$ cat src/pkg/bridge_cfg_pkg.sv
/*
 * Constants and carrier types for the bridge configuration header block:
 * dword indices, command field positions, masks, reset values, VGA palette
 * addresses and the packed structs of the configuration and bus ports.
 * Assumes a single 100 MHz clock domain; compiled before every design file.
 */
package bridge_cfg_pkg;

    // ============================================================
    // Configuration space geometry
    localparam int          CFG_DWORDS    = 64;
    localparam int          CFG_DW_AW     = 6;
    localparam logic [7:0]  OFF_IDENT     = 8'h00;
    localparam logic [7:0]  OFF_CMD       = 8'h04;
    localparam logic [5:0]  DW_IDENT      = 6'(OFF_IDENT >> 2);
    localparam logic [5:0]  DW_CMD        = 6'(OFF_CMD >> 2);

    // ============================================================
    // Identity field positions
    localparam int          MAKER_LSB     = 0;
    localparam int          PART_LSB      = 16;

    // ============================================================
    // Command register fields
    localparam int          CMD_WIDTH     = 16;
    localparam int          CMD_IO_EN     = 0;
    localparam int          CMD_MEM_EN    = 1;
    localparam int          CMD_MASTER_EN = 2;
    localparam int          CMD_SPECIAL   = 3;
    localparam int          CMD_MWI       = 4;
    localparam int          CMD_VGA_SNOOP = 5;
    localparam int          CMD_PAR_RESP  = 6;
    localparam int          CMD_STEPPING  = 7;
    localparam int          CMD_SERR_EN   = 8;
    localparam int          CMD_FBB       = 9;
    localparam int          CMD_RSVD_LSB  = 10;
    localparam logic [15:0] CMD_RW_MASK   = 16'h0167;
    localparam logic [15:0] CMD_W1C_MASK  = 16'h0000;
    localparam logic [15:0] CMD_RESET     = 16'h0000;

    // ============================================================
    // VGA palette snoop decode
    localparam int          VGA_ADDR_BITS = 10;
    localparam logic [9:0]  VGA_PAL_MASK  = 10'h3c6;
    localparam logic [9:0]  VGA_PAL_WADDR = 10'h3c8;
    localparam logic [9:0]  VGA_PAL_DATA  = 10'h3c9;

    // ============================================================
    // Carrier types
    typedef enum logic [1:0] {
        KIND_MEM,
        KIND_IO,
        KIND_SPECIAL,
        KIND_OTHER
    } txn_kind_e;

    typedef struct packed {
        logic        valid;
        txn_kind_e   kind;
        logic        write;
        logic        in_window;
        logic [31:0] addr;
    } bus_txn_s;

    typedef struct packed {
        logic        valid;
        logic        write;
        logic [5:0]  dword;
        logic [3:0]  be;
        logic [31:0] wdata;
    } cfg_req_s;

endpackage

$ cat src/verilog/cfg_field_reg.sv
/*
 * One configuration register of up to 32 bits, built bit by bit from masks:
 * read-write, write-one-to-clear with a hardware set, or fixed read-only.
 * Assumes byte enables per 8-bit lane and a clock enable that freezes state.
 */
`timescale 1ns/100ps

module cfg_field_reg #(
    parameter int                WIDTH     = 16,
    parameter logic [WIDTH-1:0]  RW_MASK   = '0,
    parameter logic [WIDTH-1:0]  W1C_MASK  = '0,
    parameter logic [WIDTH-1:0]  RESET_VAL = '0
) (
    // Clock and reset
    input  wire logic                   sys_clk_i,
    input  wire logic                   rst_i,
    input  wire logic                   ce_i,
    // Write side
    input  wire logic                   wr_en_i,
    input  wire logic [(WIDTH+7)/8-1:0] wr_be_i,
    input  wire logic [WIDTH-1:0]       wr_data_i,
    // Hardware events for write-one-to-clear bits
    input  wire logic [WIDTH-1:0]       hw_set_i,
    // Current value
    output logic      [WIDTH-1:0]       value_o
);

    logic [WIDTH-1:0] val_q;

    assign value_o = val_q;

    // ============================================================
    // Per-bit storage
    for (genvar i = 0; i < WIDTH; i++)
    begin : g_bit
        wire lane_wr = wr_en_i & wr_be_i[i/8];
        wire set_hit = hw_set_i[i] & W1C_MASK[i];
        wire clr_hit = lane_wr & wr_data_i[i] & W1C_MASK[i];
        wire rw_hit  = lane_wr & RW_MASK[i];

        always_ff @(posedge sys_clk_i or posedge rst_i)
        begin
            if (rst_i)
                val_q[i] <= RESET_VAL[i];
            else if (ce_i)
            begin
                if (set_hit)
                    val_q[i] <= 1'b1;         // Set beats clear [RULE1]
                else if (clr_hit)
                    val_q[i] <= 1'b0;         // [RULE1]
                else if (rw_hit)
                    val_q[i] <= wr_data_i[i];
            end
        end

    end
endmodule

$ cat src/verilog/pri_target_decode.sv
/*
 * Target claim decode for the primary bus: memory and I/O windows gated by
 * the command enables, VGA palette write snooping, no special cycles.
 * Assumes the caller supplies the window hit and registers the result.
 */
`timescale 1ns/100ps

module pri_target_decode (
    // Transaction seen on the primary bus
    input  wire bridge_cfg_pkg::bus_txn_s txn_i,
    // Command enables
    input  wire logic                     mem_en_i,
    input  wire logic                     io_en_i,
    input  wire logic                     vga_snoop_i,
    // Decode results
    output logic                          claim_o,
    output logic                          vga_hit_o
);

    wire [9:0] io_low   = txn_i.addr[bridge_cfg_pkg::VGA_ADDR_BITS-1:0];
    wire       is_mem   = txn_i.valid && (txn_i.kind == bridge_cfg_pkg::KIND_MEM);
    wire       is_io    = txn_i.valid && (txn_i.kind == bridge_cfg_pkg::KIND_IO);
    wire       pal_addr = (io_low == bridge_cfg_pkg::VGA_PAL_MASK)
                        || (io_low == bridge_cfg_pkg::VGA_PAL_WADDR)
                        || (io_low == bridge_cfg_pkg::VGA_PAL_DATA);

    wire       mem_hit  = is_mem && mem_en_i && txn_i.in_window;                // [RULE14]
    wire       io_hit   = is_io && io_en_i && txn_i.in_window;                  // [RULE15]

    // Upper I/O bits are aliases and not decoded
    assign vga_hit_o = is_io && txn_i.write && vga_snoop_i && pal_addr;         // [RULE9]

    // Special cycles never reach any term here
    assign claim_o   = mem_hit || io_hit || vga_hit_o;                          // [RULE11]

endmodule

$ cat src/verilog/bridge_config_header_command.sv
/*
 * Start of the bridge configuration header: identity dword and command
 * register, reached by configuration accesses on the primary bus, plus the
 * gating that the command bits impose on target claims, mastering, parity
 * response and the open-drain system error driver.
 * Assumes every input is synchronous to sys_clk_i and that ce_i freezes state.
 */
// What this block does
// RULE1: Write-one-to-clear bits clear on a written 1, stay on 0.
// RULE2: Dword 0 bits 15:0 return a fixed read-only maker code.
// RULE3: Dword 0 bits 31:16 return a fixed read-only part code.
// RULE4: Command bits 15:10 are reserved and always read zero.
// RULE5: Command bit 9 reads zero; no fast back-to-back initiation.
// RULE6: Command bit 8, reset 0, enables the primary system error driver.
// RULE7: Command bit 7 reads zero; no address or data stepping.
// RULE8: Command bit 6, reset 0, enables normal parity error action.
// RULE9: Command bit 5 snoops I/O writes to 3C6h, 3C8h, 3C9h, aliases included.
// RULE10: Command bit 4 reads zero; no memory write and invalidate.
// RULE11: Command bit 3 reads zero; special cycles are never claimed.
// RULE12: Command bit 2 gates primary mastering and secondary memory/I/O claims.
// RULE13: In PCI-X mode split completions start regardless of bit 2.
// RULE14: Command bit 1, reset 0, enables primary memory claims.
// RULE15: Command bit 0, reset 0, enables primary I/O claims.
// RULE16: Configuration space spans 64 dwords; unimplemented dwords read zero.
// RULE17: Writes to read-only fields have no effect on later reads.
`timescale 1ns/100ps

module bridge_config_header_command #(
    parameter logic [15:0] MAKER_CODE = 16'h5a5a,   // Arbitrary value
    parameter logic [15:0] PART_CODE  = 16'h0c0d    // Arbitrary value
) (
    // Clock, reset, clock enable
    input  wire logic                     sys_clk_i,
    input  wire logic                     rst_i,
    input  wire logic                     ce_i,
    // Configuration access port
    input  wire bridge_cfg_pkg::cfg_req_s cfg_req_i,
    output logic                          cfg_ack_o,
    output logic [31:0]                   cfg_rdata_o,
    // Primary bus target decode
    input  wire bridge_cfg_pkg::bus_txn_s pri_txn_i,
    output logic                          pri_claim_o,
    output logic                          pri_vga_claim_o,
    // Secondary bus target decode
    input  wire bridge_cfg_pkg::bus_txn_s sec_txn_i,
    output logic                          sec_claim_o,
    // Primary bus mastering
    input  wire logic                     pcix_mode_i,
    input  wire logic                     fwd_req_i,
    input  wire logic                     split_cpl_req_i,
    output logic                          pri_master_start_o,
    output logic                          pri_split_start_o,
    // Error handling
    input  wire logic                     parity_err_i,
    input  wire logic                     serr_event_i,
    output logic                          parity_action_o,
    output logic                          primary_system_error_out_o,
    output logic                          primary_system_error_out_oe_o,
    // Fixed capabilities
    output logic                          fbb_allowed_o,
    output logic                          stepping_allowed_o,
    output logic                          mwi_allowed_o
);

    // ============================================================
    // Command register
    logic [15:0] cmd_value;

    wire cmd_wr = cfg_req_i.valid && cfg_req_i.write && (cfg_req_i.dword == bridge_cfg_pkg::DW_CMD);

    // Fixed bits hold their reset zero whatever is written
    cfg_field_reg #(
        .WIDTH     (bridge_cfg_pkg::CMD_WIDTH),
        .RW_MASK   (bridge_cfg_pkg::CMD_RW_MASK),
        .W1C_MASK  (bridge_cfg_pkg::CMD_W1C_MASK),
        .RESET_VAL (bridge_cfg_pkg::CMD_RESET)
    ) u_cmd_reg (
        .sys_clk_i (sys_clk_i),
        .rst_i     (rst_i),
        .ce_i      (ce_i),
        .wr_en_i   (cmd_wr),
        .wr_be_i   (cfg_req_i.be[1:0]),
        .wr_data_i (cfg_req_i.wdata[15:0]),
        .hw_set_i  (16'h0000),
        .value_o   (cmd_value)
    ); // [RULE4] [RULE17]

    wire io_en     = cmd_value[bridge_cfg_pkg::CMD_IO_EN];
    wire mem_en    = cmd_value[bridge_cfg_pkg::CMD_MEM_EN];
    wire master_en = cmd_value[bridge_cfg_pkg::CMD_MASTER_EN];
    wire vga_snoop = cmd_value[bridge_cfg_pkg::CMD_VGA_SNOOP];
    wire par_resp  = cmd_value[bridge_cfg_pkg::CMD_PAR_RESP];
    wire serr_en   = cmd_value[bridge_cfg_pkg::CMD_SERR_EN];

    // ============================================================
    // Configuration read mux
    wire [31:0] ident_dword = {PART_CODE, MAKER_CODE};                          // [RULE2] [RULE3]
    wire [31:0] cmd_dword   = {16'h0000, cmd_value};
    wire        rd_ident    = cfg_req_i.dword == bridge_cfg_pkg::DW_IDENT;
    wire        rd_cmd      = cfg_req_i.dword == bridge_cfg_pkg::DW_CMD;
    wire [31:0] rd_mux      = rd_ident ? ident_dword :
                              rd_cmd   ? cmd_dword   : 32'h0000_0000;           // [RULE16]
    wire [31:0] rdata_d     = (cfg_req_i.valid && !cfg_req_i.write) ? rd_mux : 32'h0000_0000;

    // ============================================================
    // Primary target decode
    logic pri_claim_d;
    logic pri_vga_d;

    pri_target_decode u_pri_decode (
        .txn_i       (pri_txn_i),
        .mem_en_i    (mem_en),
        .io_en_i     (io_en),
        .vga_snoop_i (vga_snoop),
        .claim_o     (pri_claim_d),
        .vga_hit_o   (pri_vga_d)
    );

    // ============================================================
    // Secondary claims and primary mastering
    wire sec_memio = sec_txn_i.valid && sec_txn_i.in_window
                   && ((sec_txn_i.kind == bridge_cfg_pkg::KIND_MEM) || (sec_txn_i.kind == bridge_cfg_pkg::KIND_IO));
    wire sec_claim_d    = sec_memio && master_en;                               // [RULE12]
    wire master_start_d = fwd_req_i && master_en;                               // [RULE12]
    wire split_start_d  = split_cpl_req_i && (pcix_mode_i || master_en);        // [RULE13]

    // ============================================================
    // Error responses
    wire parity_act_d = parity_err_i && par_resp;                               // [RULE8]
    wire serr_drive_d = serr_event_i && serr_en;                                // [RULE6]

    // Fixed capabilities follow the read-only-zero command bits
    wire fbb_d  = cmd_value[bridge_cfg_pkg::CMD_FBB];                           // [RULE5]
    wire step_d = cmd_value[bridge_cfg_pkg::CMD_STEPPING];                      // [RULE7]
    wire mwi_d  = cmd_value[bridge_cfg_pkg::CMD_MWI];                           // [RULE10]

    // ============================================================
    // Output registers
    logic        cfg_ack_q;
    logic [31:0] cfg_rdata_q;
    logic        pri_claim_q;
    logic        pri_vga_q;
    logic        sec_claim_q;
    logic        master_start_q;
    logic        split_start_q;
    logic        parity_act_q;
    logic        serr_oe_q;
    logic        serr_level_q;
    logic        fbb_q;
    logic        step_q;
    logic        mwi_q;

    always_ff @(posedge sys_clk_i or posedge rst_i)
    begin
        if (rst_i)
        begin
            cfg_ack_q   <= 1'b0;
            cfg_rdata_q <= 32'h0000_0000;
        end
        else if (ce_i)
        begin
            cfg_ack_q   <= cfg_req_i.valid;
            cfg_rdata_q <= rdata_d;
        end
    end

    always_ff @(posedge sys_clk_i or posedge rst_i)
    begin
        if (rst_i)
        begin
            pri_claim_q    <= 1'b0;
            pri_vga_q      <= 1'b0;
            sec_claim_q    <= 1'b0;
            master_start_q <= 1'b0;
            split_start_q  <= 1'b0;
        end
        else if (ce_i)
        begin
            pri_claim_q    <= pri_claim_d;
            pri_vga_q      <= pri_vga_d;
            sec_claim_q    <= sec_claim_d;
            master_start_q <= master_start_d;
            split_start_q  <= split_start_d;
        end
    end

    // Open-drain driver pulls low only while enabled
    always_ff @(posedge sys_clk_i or posedge rst_i)
    begin
        if (rst_i)
        begin
            parity_act_q <= 1'b0;
            serr_oe_q    <= 1'b0;
            serr_level_q <= 1'b0;
            fbb_q        <= 1'b0;
            step_q       <= 1'b0;
            mwi_q        <= 1'b0;
        end
        else if (ce_i)
        begin
            parity_act_q <= parity_act_d;
            serr_oe_q    <= serr_drive_d;
            serr_level_q <= 1'b0;
            fbb_q        <= fbb_d;
            step_q       <= step_d;
            mwi_q        <= mwi_d;
        end
    end

    assign cfg_ack_o                     = cfg_ack_q;
    assign cfg_rdata_o                   = cfg_rdata_q;
    assign pri_claim_o                   = pri_claim_q;
    assign pri_vga_claim_o               = pri_vga_q;
    assign sec_claim_o                   = sec_claim_q;
    assign pri_master_start_o            = master_start_q;
    assign pri_split_start_o             = split_start_q;
    assign parity_action_o               = parity_act_q;
    assign primary_system_error_out_o    = serr_level_q;
    assign primary_system_error_out_oe_o = serr_oe_q;
    assign fbb_allowed_o                 = fbb_q;
    assign stepping_allowed_o            = step_q;
    assign mwi_allowed_o                 = mwi_q;

    wire cfg_rd = ce_i && cfg_req_i.valid && !cfg_req_i.write;
endmodule

$ cat config.mk
export PLATFORM = sky130hd
export DESIGN_NAME = bridge_config_header_command
export DESIGN_NICKNAME = d
export VERILOG_FILES = /design/src/pkg/bridge_cfg_pkg.sv /design/src/verilog/cfg_field_reg.sv /design/src/verilog/pri_target_decode.sv /design/src/verilog/bridge_config_header_command.sv
export SDC_FILE = /design/constraint.sdc
export NUM_CORES = 1
export LEC_CHECK = 0
export ABC_AREA = 1
export BUFFER_PORTS_ARGS = -buffer_cell sky130_fd_sc_hd__buf_2
export CAP_MARGIN = 5
export CORE_MARGIN = 2
export CORE_UTILIZATION = 23
export DETAILED_ROUTE_END_ITERATION = 7
export PLACE_DENSITY = 0.62
export SETUP_SLACK_MARGIN = 0.3
export SLEW_MARGIN = 20
export SYNTH_ARGS = -nofsm -noshare
export SYNTH_HDL_FRONTEND = slang
export SYNTH_SLANG_ARGS = --single-unit
$ cat constraint.sdc
create_clock -name sys_clk_i -period 1.2 [get_ports sys_clk_i]
set_input_delay 0.06 -clock sys_clk_i [delete_from_list [all_inputs] [get_ports sys_clk_i]]
set_output_delay 0.06 -clock sys_clk_i [all_outputs]
set_load 0.05 [all_outputs]
==> impl_metrics.csv, run 1 <==
group,metric,value,unit
run_status,status,"complete, no violations",
timing,max_freq,944,MHz
worst_setup_path,endpoint_kind,"primary output",
timing,period_share,88.3,%
synth,ys_types,23,
worst_setup_path,cp.depth,1,
worst_setup_path,path_max_fanout,12,
placed_design,port_buffers,66,
timing,rsz0062_at_grt,"yes",
finish,n_antenna_cell,0,
clock_tree,clkSinkCount,21,
placed_design,hpwlAfterDp,2290,um
die,io_pins,170,
synth,yosysSeqAreaShare,42.0,%
global_route,track_usage,10.0,%
job,maxCapViolCount,0,
worst_hold_path,holdPathStages,3,
finish,drive_above_1_share,41.4,%
global_route,grt_max_degree,22,
timing,finalSetupTns,0,ns
power,finalPower,1.60,mW
global_route,grt_pass1_vias,1053,
synth,netlist_area,1250,um2
finish,final_cell_mix,"buf_2 (41), nand2_1 (38), buf_4 (21), conb_1 (19), dfrtp_1 (19)",
worst_setup_path,worstPathArrival,1.00,ns
finish,nNetsFinal,354,
route,vias,1112,
route,totalWireLength,3010,um
clock_tree,numCtsBuffers,3,
synth,synth_seq_cells,21,
timing,worst_slack,0.141,ns
global_route,met2_usage,17.3,%
worst_hold_path,min_path_type,"primary input to register",
power,vdd_drop_max,0.000374,V
finish,fillers,561,
worst_setup_path,reg2reg_slack,0.24,ns
route,ant_nets,0,
clock_tree,clock_latency,0.26,ns
timing,whs,0.0233,ns
die,core,5170,um2
worst_setup_path,crit_path_start_kind,"register",
worst_setup_path,crit_buf_inv,1,
timing,clock_skew,0.00549,ns
finish,area_growth,42.5,%
timing,finalMaxSlewViolations,0,
worst_setup_path,max_stage_delay,0.53,ns
synth,syn_area_per_cell,7.91,um2
die,rows,26,
synth,synth_area_leaders,"dfrtp_1 (42%), buf_4 (18%), nand2_1 (11%)",
placed_design,gp_congestion,0.733,
clock_tree,clk_pin_slew,0.08,ns
finish,final_util,34.4,%
synth,yosysWarnings,0,
power,internal_power,1.08,mW
clock_tree,cts_tree,"built",
global_route,grt_first_pass_wirelength,4850,um
route,wl_per_cell,10.1,um
power,clockPowerShare,28.7,%
worst_setup_path,critPathKind,"register to primary output",
clock_tree,htree_levels,1,
global_route,grt_use_met1,12.0,%
finish,layout_commonest_cell,"buf_2",
power,switching_share,32.6,%
clock_tree,cts_buffer_depth,2,
route,first_pass_iters,4,
timing,setup_viol,0,
die,dieArea,6040,um2
die,die_w,77.7,um
route,drc,0,
worst_setup_path,crit_slowest_cell,"dfrtp_4",
power,switchingPower,0.524,mW
die,initial_core_util,24.2,%
power,pwr-share-comb,25.1,%
worst_setup_path,rr_worst_depth,8,
power,power.static_leakage,1.01,nW
die,die_y,77.7,um
clock_tree,cts-root-buf,"clkbuf_8",
timing,finalCriticalPeriod,1.06,ns
synth,yosysTopAreaCellShare,42.0,%
power,seqPwrFrac,46.2,%
placed_design,place_ws,0.127,ns
synth,synthFlopType,"dfrtp_1",
global_route,grt_use_met3,3.95,%
timing,final_hold_viol_count,0,
global_route,busiest_layer,"met2",
power,power_density,901,nW/um2
worst_setup_path,critPathTopFamily,"flip-flops",
synth,async_flop_share,100,%
route,first_iter_violations,42,
global_route,antenna_found_initial,0,
synth,synth-edff-count,0,
synth,synth_top_cell_by_area,"dfrtp_1",
worst_setup_path,critical_path_required,1.14,ns
global_route,overflow,0,
route,vias_per_cell,3.74,
worst_setup_path,path_cells,"buf_4",
synth,syn_inst,158,
## cell type report
cell class	count	area, um2	share of cell area [%]
Multi-Input combinational cell	103	499	28.0
Sequential cell	21	531	29.8
Timing Repair Buffer	78	541	30.3
Tap cell	70	87.6	4.92
Inverter	21	78.8	4.42
Clock buffer	4	45.0	2.53
## cell usage after synthesis (2+ instances only)
library cell and count:
nand2_1 38, buf_4 30, dfrtp_1 21, inv_1 17
nand3_1 11, o21ai_1 11, nor2_1 7, inv_2 3
o21ai_0 3, nand2_2 2, nand4_1 2, or2_0 2
## timing repair
action / in CTS / in global routing
buffers inserted: 2 / 7
hold endpoints to repair: 22 / 0
hold buffers: 2 / 0
pin swaps: 1 / 5
endpoints found under the setup margin: 27 / 28
gates resized for setup: 31 / 14
## state kept, by name, indices dropped and copies added, names as in the netlist
signal and count:
cfg_ack_o 1, cfg_rdata_o 7, parity_action_o 1, pri_claim_o 1, pri_master_start_o 1, pri_split_start_o 1, pri_vga_claim_o 1, primary_system_error_out_oe_o 1
sec_claim_o 1, u_cmd_reg.value_o 6
## kinds of logic (layout without fill, tap and decap cells)
group,after synthesis,count (layout),share of synthesized area [%]
AO/OA/AOI/OAI,18,18,7.81
other,1,19,0.300
AND/OR/NAND/NOR,66,66,25.1
flip-flops,21,21,42.0
buffers and inverters,52,103,24.7
## metal layers
layer | vias to the layer above | wire length [um]
met5 | - | 0
met3 | 0 | 237
met2 | 39 | 1490
met4 | 0 | 0
li1 | 580 | -
met1 | 493 | 1280
## path summary, 6_finish.rpt
check / from / end
worst min-delay path: parity_err_i / parity_action_o
worst max register to register: u_cmd_reg.value_o[5] / pri_claim_o
worst max-delay path: cfg_rdata_o[26] / cfg_rdata_o[27]
worst min register to register: primary_system_error_out_oe_o / primary_system_error_out_oe_o
min in group asynchronous: rst_i / u_cmd_reg.value_o[2]
max in group asynchronous: rst_i / cfg_rdata_o[26]
## per-stage QoR
step	cells	instance area [um2]
after floorplan	176	1320
after global placement	282	1520
after detailed placement	282	1520
after CTS	290	1680
after global routing	297	1780
final	297	1780
## power by group through the flow
stage	clock network [mW]	logic (mW)	registers, mW
finish	0.461	0.402	0.741
global route	0.506	0.436	0.743
CTS	0.480	0.385	0.739
detailed placement	0	0.365	0.752
global placement	0	0.362	0.751
floorplan	0	0.264	0.797
(Power assumes the default switching activity.)
==> run 2, diff against run 1 <==
CELL_PAD_IN_SITES_DETAIL_PLACEMENT = 1   (was unset)
CELL_PAD_IN_SITES_GLOBAL_PLACEMENT = 1   (was unset)
CORE_UTILIZATION = 18   (was 23)
PLACE_DENSITY = 0.82   (was 0.62)
==> run 2 against run 1 <==
- clock skew shrank 0.0050 ns
- core utilization shrank 8.4 points
- clock-buffer cell count is the same
- cell count grew 1.7%
- clock power is essentially flat
- critical endpoint is now cfg_rdata_o[18]
- setup slack gained 0.0017 ns
- global-route usage shrank 1.2 points
- combinational power shrank 1%
- non-clock buffer count shrank 5
- largest power group unchanged
- critical path depth is the same
- flip-flop and latch count is the same
- via count grew 3.9%
==> impl_metrics.csv, run 2 (same netlist as run 1, synthesis figures left out) <==
group,metric,value,unit
worst_setup_path,crit_slowest_cell,"dfrtp_4",
clock_tree,cts-root-buf,"clkbuf_8",
clock_tree,cts_tree,"built",
die,die_w,87.3,um
finish,largest_register_ffs,7,
route,first_iter_violations,18,
power,vdd_drop_max,0.000370,V
power,power_density,909,nW/um2
placed_design,hpwlAfterDp,2800,um
clock_tree,clock_latency,0.25,ns
timing,finalMaxSlewViolations,0,
worst_setup_path,path_max_fanout,12,
finish,area_growth,40.9,%
run_status,status,"complete, no violations",
worst_setup_path,cp.depth,1,
clock_tree,cts_buffer_depth,2,
global_route,antenna_found_initial,0,
timing,clock_skew,0.000522,ns
worst_setup_path,crit_path_start_kind,"register",
timing,setup_viol,0,
finish,stdcell_area,1760,um2
worst_setup_path,crit_buf_inv,1,
worst_setup_path,endpoint,"cfg_rdata_o[18]",
route,vias_per_cell,3.82,
placed_design,dpl_cell_area,1540,um2
worst_setup_path,endpoint_kind,"primary output",
route,ant_nets,0,
worst_hold_path,hp-start,"cfg_req_i[6]",
placed_design,placed_cells,293,
finish,drive_above_1_share,40.1,%
clock_tree,numCtsBuffers,3,
die,initial_core_util,18.5,%
route,first_pass_iters,4,
worst_setup_path,crit_start,"cfg_rdata_o[26]",
worst_setup_path,critPathTopFamily,"flip-flops",
global_route,track_usage,8.75,%
power,power.static_leakage,0.987,nW
worst_setup_path,path_cells,"buf_4",
route,wl_per_cell,11.6,um
timing,period_share,88.1,%
die,die_y,87.3,um
finish,layout_commonest_cell,"buf_2",
placed_design,port_buffers,66,
placed_design,gp_congestion,0.711,
route,drc,0,
die,io_pins,170,
worst_setup_path,critPathKind,"register to primary output",
clock_tree,clk_pin_slew,0.08,ns
power,finalPower,1.60,mW
worst_setup_path,max_stage_delay,0.53,ns
finish,nNetsFinal,349,
die,core,6760,um2
timing,rsz0062_at_grt,"yes",
die,dieArea,7630,um2
worst_setup_path,rr_worst_depth,8,
worst_setup_path,r2r_end,"pri_claim_o",
global_route,grt_pass1_vias,1093,
timing,whs,0.0335,ns
route,vias,1155,
finish,final_cell_mix,"buf_2 (41), nand2_1 (38), conb_1 (19), dfrtp_1 (19), inv_1 (17)",
die,rows,30,
worst_setup_path,reg2reg_from,"u_cmd_reg.value_o[5]",
timing,finalSetupTns,0,ns
worst_setup_path,worstPathArrival,1.00,ns
timing,finalCriticalPeriod,1.06,ns
job,maxCapViolCount,0,
worst_setup_path,reg2reg_slack,0.23,ns
worst_hold_path,min_path_type,"primary input to register",
worst_setup_path,critical_path_required,1.14,ns
global_route,overflow,0,
global_route,grt_first_pass_wirelength,5110,um
timing,max_freq,946,MHz
finish,n_antenna_cell,0,
clock_tree,htree_levels,1,
clock_tree,clkSinkCount,21,
finish,fin_cells,302,
route,totalWireLength,3510,um
global_route,grt_max_degree,22,
timing,final_hold_viol_count,0,
==> run 2: cell types whose count changed in the layout (fill, tap and decap cells not counted) <==
cell,change
inv_1,+1
buf_4,-5
nand3_1,-1
inv_2,-1
nand3_2,+1
==> run 2: per-layer routing <==
layer	GRT usage (%)	vias to the layer above	part of all wire, %
li1	-	570	-
met1	9.58	538	38
met2	16.2	43	54
met3	2.56	4	7.7
met4	2.52	0	0.85
met5	0	-	0
==> run 2: area by class of cell <==
| class | count | area, um2 |
|---|---|---|
| Sequential cell | 21 | 531 |
| Multi-Input combinational cell | 103 | 504 |
| Inverter | 21 | 78.8 |
| Tap cell | 80 | 100 |
| Clock buffer | 4 | 45.0 |
| Timing Repair Buffer | 73 | 503 |
| Fill cell | 827 | 4990 |
==> run 2: power by group <==
group / internal, mW / total (mW) / switching [mW]
registers: 0.727 / 0.742 / 0.0151
clock network: 0.236 / 0.461 / 0.225
logic: 0.110 / 0.398 / 0.288
total: 1.07 / 1.60 / 0.528
==> run 2: worst min path at each step <==
| stage | endpoint | slack, ns | cells past startpoint |
|---|---|---|---|
| final | u_cmd_reg.value_o[6] | 0.03 | 3 |
| after global routing | u_cmd_reg.value_o[6] | 0.03 | 3 |
| after CTS | u_cmd_reg.value_o[6] | 0.03 | 3 |
| after detailed placement | pri_master_start_o | 0.11 | 3 |
| after global placement | pri_split_start_o | 0.11 | 3 |
| after floorplan | cfg_ack_o | 0.04 | 1 |
==> run 2: worst min-delay path, delay by kind of cell <==
kind	cells	cell delay, ns
buf+inv	2	0.13
compound gates	1	0.06
==> run 2: through the flow <==
| stage | worst slack (ns) | util [%] |
|---|---|---|
| floorplan | 0.282 | - |
| global placement | 0.177 | 22.8 |
| detailed placement | 0.148 | 22.8 |
| CTS | 0.132 | 25.3 |
| global route | 0.104 | 26.1 |
| finish | 0.143 | 26.1 |
==> run 2: what timing repair did <==
action	4_1_cts	5_1_grt
resized for setup	34	11
buffers inserted	1	2
pin swaps	1	1
endpoints found under the setup margin	27	21
endpoints found under the hold margin	22	0
hold buffers	2	0
